**config.mk**
```make
export PLATFORM = sky130hd
export DESIGN_NAME = acs_top
export DESIGN_NICKNAME = d
export VERILOG_FILES = /design/src/acs_pkg.sv /design/src/acs_top.sv
export SDC_FILE = /design/constraint.sdc
export NUM_CORES = 1
export LEC_CHECK = 0
export BUFFER_PORTS_ARGS = -buffer_cell sky130_fd_sc_hd__buf_2
export CORE_ASPECT_RATIO = 0.8
export CORE_MARGIN = 2
export CORE_UTILIZATION = 48
export DETAILED_ROUTE_END_ITERATION = 12
export PLACE_DENSITY_LB_ADDON = 0.08
export SYNTH_ARGS = -nofsm -noshare
export SYNTH_HDL_FRONTEND = slang
export SYNTH_SLANG_ARGS = --single-unit
```
**constraint.sdc**
```tcl
create_clock -name aclk -period 3.6 [get_ports aclk]
set_input_delay 0.72 -clock aclk [delete_from_list [all_inputs] [get_ports aclk]]
set_output_delay 0.72 -clock aclk [all_outputs]
set_load 0.1 [all_outputs]
```
**src/acs_pkg.sv**
```systemverilog
`default_nettype none
package acs_pkg;
    // Register byte offsets
    localparam logic [7:0] ADDR_CTRL0  = 8'h00;
    localparam logic [7:0] ADDR_START  = 8'h04;
    localparam logic [7:0] ADDR_CTRL2  = 8'h08;
    localparam logic [7:0] ADDR_SEQLEN = 8'h0C;
    localparam logic [7:0] ADDR_SLOTS  = 8'h10;
    localparam logic [7:0] ADDR_FLAG   = 8'h14;
    localparam logic [7:0] ADDR_FCLR   = 8'h18;
    localparam logic [7:0] ADDR_IEN    = 8'h1C;
    localparam logic [7:0] ADDR_RES0   = 8'h20;
    localparam logic [7:0] ADDR_ACC    = 8'h40;
    // Field positions
    localparam int CTRL0_EN      = 0;
    localparam int CTRL0_SAM_LSB = 2;
    localparam int CTRL0_MOD_LSB = 4;
    localparam int START_GO      = 0;
    localparam int START_AUTO    = 1;
    localparam int CTRL2_ACCUMULATE_ENABLE   = 0;
    localparam int CTRL2_ACCUMULATOR_RESET  = 1;
    localparam int CTRL2_CNT_LSB = 8;
    localparam int FLAG_READY    = 0;
    localparam int FLAG_EOC      = 1;
    localparam int FLAG_EOS      = 2;
    localparam int FLAG_EOA      = 3;
    // Reset values
    localparam logic [31:0] SLOTS_RST = 32'h0000_0000;
    localparam logic [2:0]  SEQ_RST   = 3'h0;
    // Bus answers
    localparam logic [1:0] RESP_OKAY   = 2'h0;
    localparam logic [1:0] RESP_SLVERR = 2'h2;
    // Converter start-up time
    localparam int CLK_PERIOD_NS = 8;
    localparam int STARTUP_NS    = 1000;
    localparam int STARTUP_CYC   = (STARTUP_NS + CLK_PERIOD_NS - 1) / CLK_PERIOD_NS;

    typedef enum logic [2:0] {
        MODE_SGL_ONE  = 3'h0,
        MODE_SGL_MULT = 3'h1,
        MODE_SGL_CONT = 3'h2,
        MODE_SEQ_SCAN = 3'h3,
        MODE_SEQ_CONT = 3'h4,
        MODE_SEQ_MULT = 3'h5,
        MODE_SEQ_INTR = 3'h6
    } acs_mode_type;

    typedef enum logic [0:0] {
        ST_IDLE = 1'h0,
        ST_CONV = 1'h1
    } acs_state_type;
endpackage
`default_nettype wire

```
**src/acs_top.sv**
```systemverilog
`timescale 1ns/10ps
`default_nettype none
module acs_top import acs_pkg::*; #(
    parameter int CH_W  = 4,
    parameter int RES_W = 12,
    parameter int ACC_W = 24,
    parameter int CNT_W = 8
) (
    // Clock and reset
    input  wire logic             aclk,
    input  wire logic             aresetn,
    // AXI4-Lite write
    input  wire logic [7:0]       s_axi_awaddr,
    input  wire logic             s_axi_awvalid,
    output logic                  s_axi_awready,
    input  wire logic [31:0]      s_axi_wdata,
    input  wire logic [3:0]       s_axi_wstrb,
    input  wire logic             s_axi_wvalid,
    output logic                  s_axi_wready,
    output logic [1:0]            s_axi_bresp,
    output logic                  s_axi_bvalid,
    input  wire logic             s_axi_bready,
    // AXI4-Lite read
    input  wire logic [7:0]       s_axi_araddr,
    input  wire logic             s_axi_arvalid,
    output logic                  s_axi_arready,
    output logic [31:0]           s_axi_rdata,
    output logic [1:0]            s_axi_rresp,
    output logic                  s_axi_rvalid,
    input  wire logic             s_axi_rready,
    // Converter core and channel multiplexer
    output logic                  core_enable,
    output logic                  conv_start,
    output logic [CH_W-1:0]       analog_input_channel,
    output logic [1:0]            sampling_speed,
    input  wire logic             conv_done,
    input  wire logic [RES_W-1:0] conv_data,
    // Interrupt request
    output logic                  irq
);
    localparam int SLOTS = 8;

    acs_state_type     state_r;
    acs_mode_type      mode_r;
    logic              en_r, go_r, auto_r, ready_r;
    logic              accumulate_enable_r;
    logic [CNT_W-1:0]  conversion_count_r, done_cnt_r;
    logic [2:0]        sequence_length_r, slot_r;
    logic [31:0]       slots_r;
    logic [3:1]        flag_r, ien_r;
    logic [15:0]       boot_cnt_r;
    logic [RES_W-1:0]  slot_result_r [SLOTS];
    logic [ACC_W-1:0]  result_accumulator_r;

    logic              wr_fire, rd_fire;
    logic [7:0]        waddr, raddr;
    logic              wr_ok, rd_ok;
    logic [31:0]       rd_mux;
    logic              done_hit, seq_mode, multi_mode, cont_mode;
    logic              last_slot, total_hit, job_end, drop_en, launch;
    logic [2:0]        next_slot, first_slot;

    function automatic logic [31:0] merge(input logic [31:0] old_v,
                                          input logic [31:0] new_v,
                                          input logic [3:0]  strb);
        logic [31:0] res;
        res = old_v;
        for (int b = 0; b < 4; b++) begin
            if (strb[b]) begin
                res[b*8 +: 8] = new_v[b*8 +: 8];
            end
        end
        return res;
    endfunction

    function automatic logic [CH_W-1:0] chan_of(input logic [31:0] s,
                                                input logic [2:0]  idx);
        return s[idx*4 +: CH_W];
    endfunction

    // Bus slave: address and data taken together, one answer outstanding
    assign wr_fire       = s_axi_awvalid && s_axi_wvalid && !s_axi_bvalid;
    assign s_axi_awready = wr_fire;
    assign s_axi_wready  = wr_fire;
    assign s_axi_arready = !s_axi_rvalid;
    assign rd_fire       = s_axi_arvalid && !s_axi_rvalid;
    assign waddr         = {s_axi_awaddr[7:2], 2'h0};
    assign raddr         = {s_axi_araddr[7:2], 2'h0};

    always_comb begin
        case (waddr)
            ADDR_CTRL0, ADDR_START, ADDR_CTRL2, ADDR_SEQLEN,
            ADDR_SLOTS, ADDR_FCLR, ADDR_IEN: wr_ok = 1'b1;
            default:                         wr_ok = 1'b0;
        endcase
    end

    always_comb begin
        rd_ok  = 1'b1;
        rd_mux = 32'h0000_0000;
        case (raddr)
            ADDR_CTRL0: begin
                rd_mux[CTRL0_EN]                   = en_r;
                rd_mux[CTRL0_SAM_LSB +: 2]         = sampling_speed;
                rd_mux[CTRL0_MOD_LSB +: 3]         = mode_r;
            end
            ADDR_START: begin
                rd_mux[START_GO]                   = go_r;
                rd_mux[START_AUTO]                 = auto_r;
            end
            ADDR_CTRL2: begin
                rd_mux[CTRL2_ACCUMULATE_ENABLE]                = accumulate_enable_r;
                rd_mux[CTRL2_CNT_LSB +: CNT_W]     = conversion_count_r;
            end
            ADDR_SEQLEN: rd_mux[2:0]               = sequence_length_r;
            ADDR_SLOTS:  rd_mux                    = slots_r;
            ADDR_FLAG:   rd_mux[3:0]               = {flag_r, ready_r};
            ADDR_FCLR:   rd_mux                    = 32'h0000_0000;
            ADDR_IEN:    rd_mux[3:1]               = ien_r;
            ADDR_ACC:    rd_mux[ACC_W-1:0]         = result_accumulator_r;
            default: begin
                if (raddr[7:5] == ADDR_RES0[7:5]) begin
                    rd_mux[RES_W-1:0] = slot_result_r[raddr[4:2]];
                end else begin
                    rd_ok = 1'b0;
                end
            end
        endcase
    end

    always_ff @(posedge aclk) begin
        if (!aresetn) begin
            s_axi_bvalid <= 1'b0;
            s_axi_bresp  <= RESP_OKAY;
        end else if (wr_fire) begin
            s_axi_bvalid <= 1'b1;
            s_axi_bresp  <= wr_ok ? RESP_OKAY : RESP_SLVERR;
        end else if (s_axi_bready) begin
            s_axi_bvalid <= 1'b0;
        end
    end

    always_ff @(posedge aclk) begin
        if (!aresetn) begin
            s_axi_rvalid <= 1'b0;
            s_axi_rdata  <= 32'h0000_0000;
            s_axi_rresp  <= RESP_OKAY;
        end else if (rd_fire) begin
            s_axi_rvalid <= 1'b1;
            s_axi_rdata  <= rd_mux;
            s_axi_rresp  <= rd_ok ? RESP_OKAY : RESP_SLVERR;
        end else if (s_axi_rready) begin
            s_axi_rvalid <= 1'b0;
        end
    end

    // Sequencing decisions, evaluated on the cycle a result returns
    assign done_hit   = (state_r == ST_CONV) && conv_done;
    assign seq_mode   = (mode_r == MODE_SEQ_SCAN) || (mode_r == MODE_SEQ_CONT) ||
                        (mode_r == MODE_SEQ_MULT) || (mode_r == MODE_SEQ_INTR);
    assign multi_mode = (mode_r == MODE_SGL_MULT) || (mode_r == MODE_SEQ_MULT);
    assign cont_mode  = (mode_r == MODE_SGL_CONT) || (mode_r == MODE_SEQ_CONT);
    // Compare with >= so a shortened sequence cannot strand the pointer
    assign last_slot  = !seq_mode || (slot_r >= sequence_length_r);
    assign next_slot  = last_slot ? 3'h0 : slot_r + 3'h1;
    assign total_hit  = (done_cnt_r == conversion_count_r);
    assign first_slot = (mode_r == MODE_SEQ_INTR) ? slot_r : 3'h0;

    always_comb begin
        case (mode_r)
            MODE_SGL_ONE:  job_end = 1'b1;
            MODE_SEQ_SCAN: job_end = last_slot;
            MODE_SGL_MULT,
            MODE_SEQ_MULT: job_end = total_hit;
            MODE_SGL_CONT,
            MODE_SEQ_CONT: job_end = !go_r;
            MODE_SEQ_INTR: job_end = 1'b1;
            default:       job_end = 1'b1;
        endcase
    end

    // Intermittent mode only powers down after the final slot
    assign drop_en = done_hit && job_end && auto_r &&
                     ((mode_r != MODE_SEQ_INTR) || last_slot);
    assign launch  = (state_r == ST_IDLE) && go_r && en_r && ready_r;

    always_ff @(posedge aclk) begin
        if (!aresetn) begin
            state_r              <= ST_IDLE;
            conv_start           <= 1'b0;
            analog_input_channel <= '0;
            slot_r               <= 3'h0;
            done_cnt_r           <= '0;
        end else begin
            conv_start <= 1'b0;
            case (state_r)
                ST_IDLE: begin
                    if (!en_r) begin
                        slot_r <= 3'h0;
                    end else if (launch) begin
                        state_r              <= ST_CONV;
                        conv_start           <= 1'b1;
                        slot_r               <= first_slot;
                        analog_input_channel <= chan_of(slots_r, first_slot);
                        done_cnt_r           <= '0;
                    end
                end
                ST_CONV: begin
                    if (!en_r) begin
                        state_r <= ST_IDLE;
                    end else if (done_hit) begin
                        done_cnt_r <= done_cnt_r + 1'b1;
                        slot_r     <= next_slot;
                        if (job_end) begin
                            state_r <= ST_IDLE;
                        end else begin
                            conv_start           <= 1'b1;
                            analog_input_channel <= chan_of(slots_r, next_slot);
                        end
                    end
                end
                default: state_r <= ST_IDLE;
            endcase
        end
    end

    // Software enable; a write in the same cycle as auto-off wins
    always_ff @(posedge aclk) begin
        if (!aresetn) begin
            en_r           <= 1'b0;
            mode_r         <= MODE_SGL_ONE;
            sampling_speed <= 2'h0;
        end else if (wr_fire && waddr == ADDR_CTRL0) begin
            en_r           <= s_axi_wstrb[0] ? s_axi_wdata[CTRL0_EN]
                                             : en_r;
            mode_r         <= acs_mode_type'(s_axi_wdata[CTRL0_MOD_LSB +: 3] &
                                             {3{s_axi_wstrb[0]}} |
                                             mode_r & {3{!s_axi_wstrb[0]}});
            sampling_speed <= s_axi_wstrb[0] ? s_axi_wdata[CTRL0_SAM_LSB +: 2]
                                             : sampling_speed;
        end else if (drop_en) begin
            en_r <= 1'b0;
        end
    end
    assign core_enable = en_r;

    always_ff @(posedge aclk) begin
        if (!aresetn) begin
            go_r   <= 1'b0;
            auto_r <= 1'b0;
        end else if (wr_fire && waddr == ADDR_START && s_axi_wstrb[0]) begin
            go_r   <= s_axi_wdata[START_GO];
            auto_r <= s_axi_wdata[START_AUTO];
        end else if (done_hit && job_end) begin
            go_r <= 1'b0;
        end
    end

    always_ff @(posedge aclk) begin
        if (!aresetn) begin
            accumulate_enable_r            <= 1'b0;
            conversion_count_r <= '0;
            sequence_length_r  <= SEQ_RST;
            slots_r            <= SLOTS_RST;
            ien_r              <= 3'h0;
        end else if (wr_fire) begin
            case (waddr)
                ADDR_CTRL2: begin
                    if (s_axi_wstrb[0]) begin
                        accumulate_enable_r <= s_axi_wdata[CTRL2_ACCUMULATE_ENABLE];
                    end
                    if (s_axi_wstrb[1]) begin
                        conversion_count_r <= s_axi_wdata[CTRL2_CNT_LSB +: CNT_W];
                    end
                end
                ADDR_SEQLEN: begin
                    if (s_axi_wstrb[0]) begin
                        sequence_length_r <= s_axi_wdata[2:0];
                    end
                end
                ADDR_SLOTS: slots_r <= merge(slots_r, s_axi_wdata, s_axi_wstrb);
                ADDR_IEN: begin
                    if (s_axi_wstrb[0]) begin
                        ien_r <= s_axi_wdata[3:1];
                    end
                end
                default: ;
            endcase
        end
    end

    // Start-up delay before the core may convert
    always_ff @(posedge aclk) begin
        if (!aresetn) begin
            boot_cnt_r <= 16'h0000;
            ready_r    <= 1'b0;
        end else if (!en_r) begin
            boot_cnt_r <= 16'h0000;
            ready_r    <= 1'b0;
        end else if (!ready_r) begin
            boot_cnt_r <= boot_cnt_r + 16'h0001;
            ready_r    <= (boot_cnt_r == 16'(STARTUP_CYC - 1));
        end
    end

    generate
        for (genvar i = 0; i < SLOTS; i++) begin : g_res
            always_ff @(posedge aclk) begin
                if (!aresetn) begin
                    slot_result_r[i] <= '0;
                end else if (done_hit && slot_r == 3'(i)) begin
                    slot_result_r[i] <= conv_data;
                end
            end
        end
    endgenerate

    // Reset strobe coinciding with a result restarts the sum from that result
    always_ff @(posedge aclk) begin
        if (!aresetn) begin
            result_accumulator_r <= '0;
        end else if (wr_fire && waddr == ADDR_CTRL2 && s_axi_wstrb[0] &&
                     s_axi_wdata[CTRL2_ACCUMULATOR_RESET]) begin
            result_accumulator_r <= (done_hit && accumulate_enable_r) ?
                                    ACC_W'(conv_data) : '0;
        end else if (done_hit && accumulate_enable_r) begin
            result_accumulator_r <= result_accumulator_r + ACC_W'(conv_data);
        end
    end

    // Flags: hardware set wins over a software clear in the same cycle
    always_ff @(posedge aclk) begin
        if (!aresetn) begin
            flag_r <= 3'h0;
        end else begin
            flag_r <= (flag_r & ((wr_fire && waddr == ADDR_FCLR && s_axi_wstrb[0]) ?
                                 s_axi_wdata[3:1] : 3'h7))
                      | {done_hit && multi_mode && total_hit,
                         done_hit && seq_mode && last_slot,
                         done_hit};
        end
    end

    always_ff @(posedge aclk) begin
        if (!aresetn) begin
            irq <= 1'b0;
        end else begin
            irq <= |(flag_r & ien_r);
        end
    end
endmodule
`default_nettype wire

```
==> results.json <==
{
  "fmax_mhz": 341,
  "dp.final_hpwl_mm": 25.8,
  "leakagePower_nw": 5.42,
  "highest_layer": "met4",
  "grtUsageTotal": 0.269,
  "antenna_found_initial": 1,
  "die_w_um": 183,
  "wl_met2_mm": 15.8,
  "crit_path_start_kind": "flop",
  "synthCells": 1235,
  "vias": 10100,
  "ys_ff_latch": 249,
  "nNetsFinal": 1421,
  "period_needed_ns": 2.93,
  "crit_type": "reg -> reg",
  "synth_top_area_share": 0.248,
  "start_util": 0.489,
  "io_pins": 122,
  "die-area_mm2": 0.0271,
  "cts_tree": "yes",
  "fp.coreArea_mm2": 0.0253,
  "numCtsBuffers": 26,
  "path_buf_inv": 0,
  "synth_compound_area_frac": 0.130,
  "post-cts-setup-buffers": 0,
  "cp_slowest_cell": "o31ai_2",
  "synth_edf_count": 96,
  "wl_met1_mm": 17.9,
  "slew_viol_final": 0,
  "crit_chain": "ha_1, a21oi_1, o21ai_1, o31ai_2, and4_1, a2111oi_0, a221o_1",
  "clk_pin_slew_ns": 0.06,
  "critPathMaxFanout": 12,
  "syn_to_final_growth_pct": 13.6,
  "async_flop_share": 0,
  "drtAntennaViolNets": 0,
  "synth_top_area_cell": "dfxtp_1",
  "synth_fa_ha_area_frac": 0.0259,
  "drv_cap": 0,
  "drc_errors": 0,
  "fin_setup_tns_ns": 0,
  "yosysMostFrequentCell": "dfxtp_1",
  "slew_headroom": 0.394,
  "io_buffers": 115,
  "grt_pass1_vias": 9378,
  "drtIter0Drc": 966,
  "via_per_inst": 6.06,
  "hold_buffers": 0,
  "synth.area.top_cells": "dfxtp_1 25%, edfxtp_1 23%, mux4_2 4.6%, and2_1 4.3%, nand2_1 3.9%",
  "finClkSkew_ns": 0.0224,
  "first_pass_iters": 5,
  "overflow": 0,
  "tightest_slew_ns": 0.906,
  "diodes": 0,
  "setup_viol": 0,
  "nFillCells": 2280,
  "wl_per_cell_um": 22.0,
  "grt_max_degree": 81,
  "design_area_mm2": 0.0140,
  "postRouteWirelength_mm": 36.7,
  "yosys.area_share.xor_xnor": 0.0241,
  "synth_flop_cell": "dfxtp_1",
  "fin_util": 0.555,
  "post_route_cells_drive_above_1_share": 0.180,
  "grt_pass1_wl_mm": 55.9,
  "ir_drop_uv": 357,
  "cpLargestDelayFamily": "compound AO/OA/AOI/OAI gates",
  "rows": 52,
  "ff_latch_area_mm2": 0.00595,
  "syn_avg_cell_area_um2": 10.0,
  "ys_warn_count": 0,
  "power_mw": 6.26,
  "postPlaceCellArea_mm2": 0.0132,
  "powerDensity_mw_per_mm2": 446,
  "synth_top_family_by_area": "simple AND/OR/NAND/NOR gates",
  "synth_common_cells": "153 x dfxtp_1, 128 x nand2_1, 96 x edfxtp_1, 96 x nor2_1, 85 x and2_1",
  "gp_congestion": 0.915,
  "hold_class": "in -> reg",
  "yosysUniqueCellTypes": 79,
  "synth-simple-area-share": 0.216,
  "pre_cts_ws_ns": 0.465,
  "netlist_area_mm2": 0.0124,
  "post_cts_resized": 0,
  "crit_arrival_ns": 3.35,
  "cts_root_buf": "clkbuf_16",
  "multi_input_area_mm2": 0.00600,
  "clk_latency_ns": 0.55,
  "slowest_delay_ns": 0.77,
  "rsz0062_at_grt": "false",
  "status": "finished, final reports clean",
  "cp_data_required_time_ns": 4.02,
  "cts_sinks": 249,
  "die_h_um": 148,
  "yosysSeqAreaShare": 0.481,
  "clockBufferDepth": 3,
  "cp-end-kind": "flop",
  "met3WireLength_mm": 2.54,
  "synth_mux_area_frac": 0.0881,
  "post-route-period-util": 0.814,
  "worst_slack_ns": 0.670,
  "hold_violations": 0,
  "h-tree-depth": 1
}
## kinds of logic after synthesis
family	count (synthesis)
and+or+nand+nor	515
DFF	249
AOI/OAI and AO/OA	238
buffers and inverters	99
muxes	74
xor gates and xnor gates	34
adders and majority gates	25
other	1
## final cells by class
| type | count | area share |
|---|---|---|
| clock buffer | 41 | 0.0574 |
| clock inverter | 6 | 0.00312 |
| inverter | 19 | 0.00517 |
| multi-input combinational | 888 | 0.427 |
| sequential | 249 | 0.423 |
| tap | 324 | 0.0289 |
| timing repair buffer | 140 | 0.0552 |
## sequential cells by signal, indices dropped and copies added (netlist names), 4 cells and up, named ones only
name                  flops
result_accumulator_r     24
done_cnt_r                8
analog_input_channel      4
s_axi_rdata              32
slot_result_r            96
conversion_count_r        8
slots_r                  32
boot_cnt_r               16
## cell usage in the layout (no fill, tap or decap), types with 24 or more instances in the layout
cell,count
mux4_2,25
nor2_1,96
buf_2,115
buf_4,24
nand3_1,61
ha_1,24
a21oi_1,78
nand2_1,128
and2_1,85
dfxtp_1,153
o21ai_0,41
mux2i_1,29
and3_1,45
edfxtp_1,96
clkbuf_16,28
## worst reg2reg max path, delay by kind of cell, from the launching register on
| family | cells | cell delay, ns |
|---|---|---|
| AO/OA/AOI/OAI | 5 | 1.61 |
| flip-flops | 1 | 0.57 |
| adder cells (fa/ha/maj) | 1 | 0.33 |
| AND/OR/NAND/NOR | 1 | 0.32 |
## power breakdown
group	internal (mW)	switching (mW)	total (mW)
clock	1.54	1.15	2.68
sequential	2.99	0.0294	3.02
combinational	0.151	0.405	0.556
total	4.68	1.58	6.26
## final timing paths
path                                      from                              endpoint  slack (ns)  cells past startpoint
setup / recovery        slot_r[2]$_SDFFE_PN0P_  analog_input_channel[0]$_SDFFE_PN0P_        0.67                      7
hold / removal                    s_axi_rready             s_axi_rvalid$_SDFFE_PN0P_        0.35                      2
setup reg to reg        slot_r[2]$_SDFFE_PN0P_  analog_input_channel[0]$_SDFFE_PN0P_        0.67                      7
hold reg to reg   s_axi_rdata[31]$_SDFFE_PN0P_          s_axi_rdata[31]$_SDFFE_PN0P_        0.45                      2
## per-stage QoR
stage               hold WS [ns]  std cells
global route               0.357       1667
detailed placement         0.445       1620
global placement           0.440       1620
floorplan                  0.436       1236
CTS                        0.329       1667
finish                     0.346       1667
## metal layers
layer / global-route usage / up-vias
met2: 0.397 / 361
li1: - / 4735
met5: 0 / -
met4: 0.0460 / 0
met3: 0.0296 / 32
met1: 0.429 / 4967
Note: power is estimated with default switching activity, not from simulation.
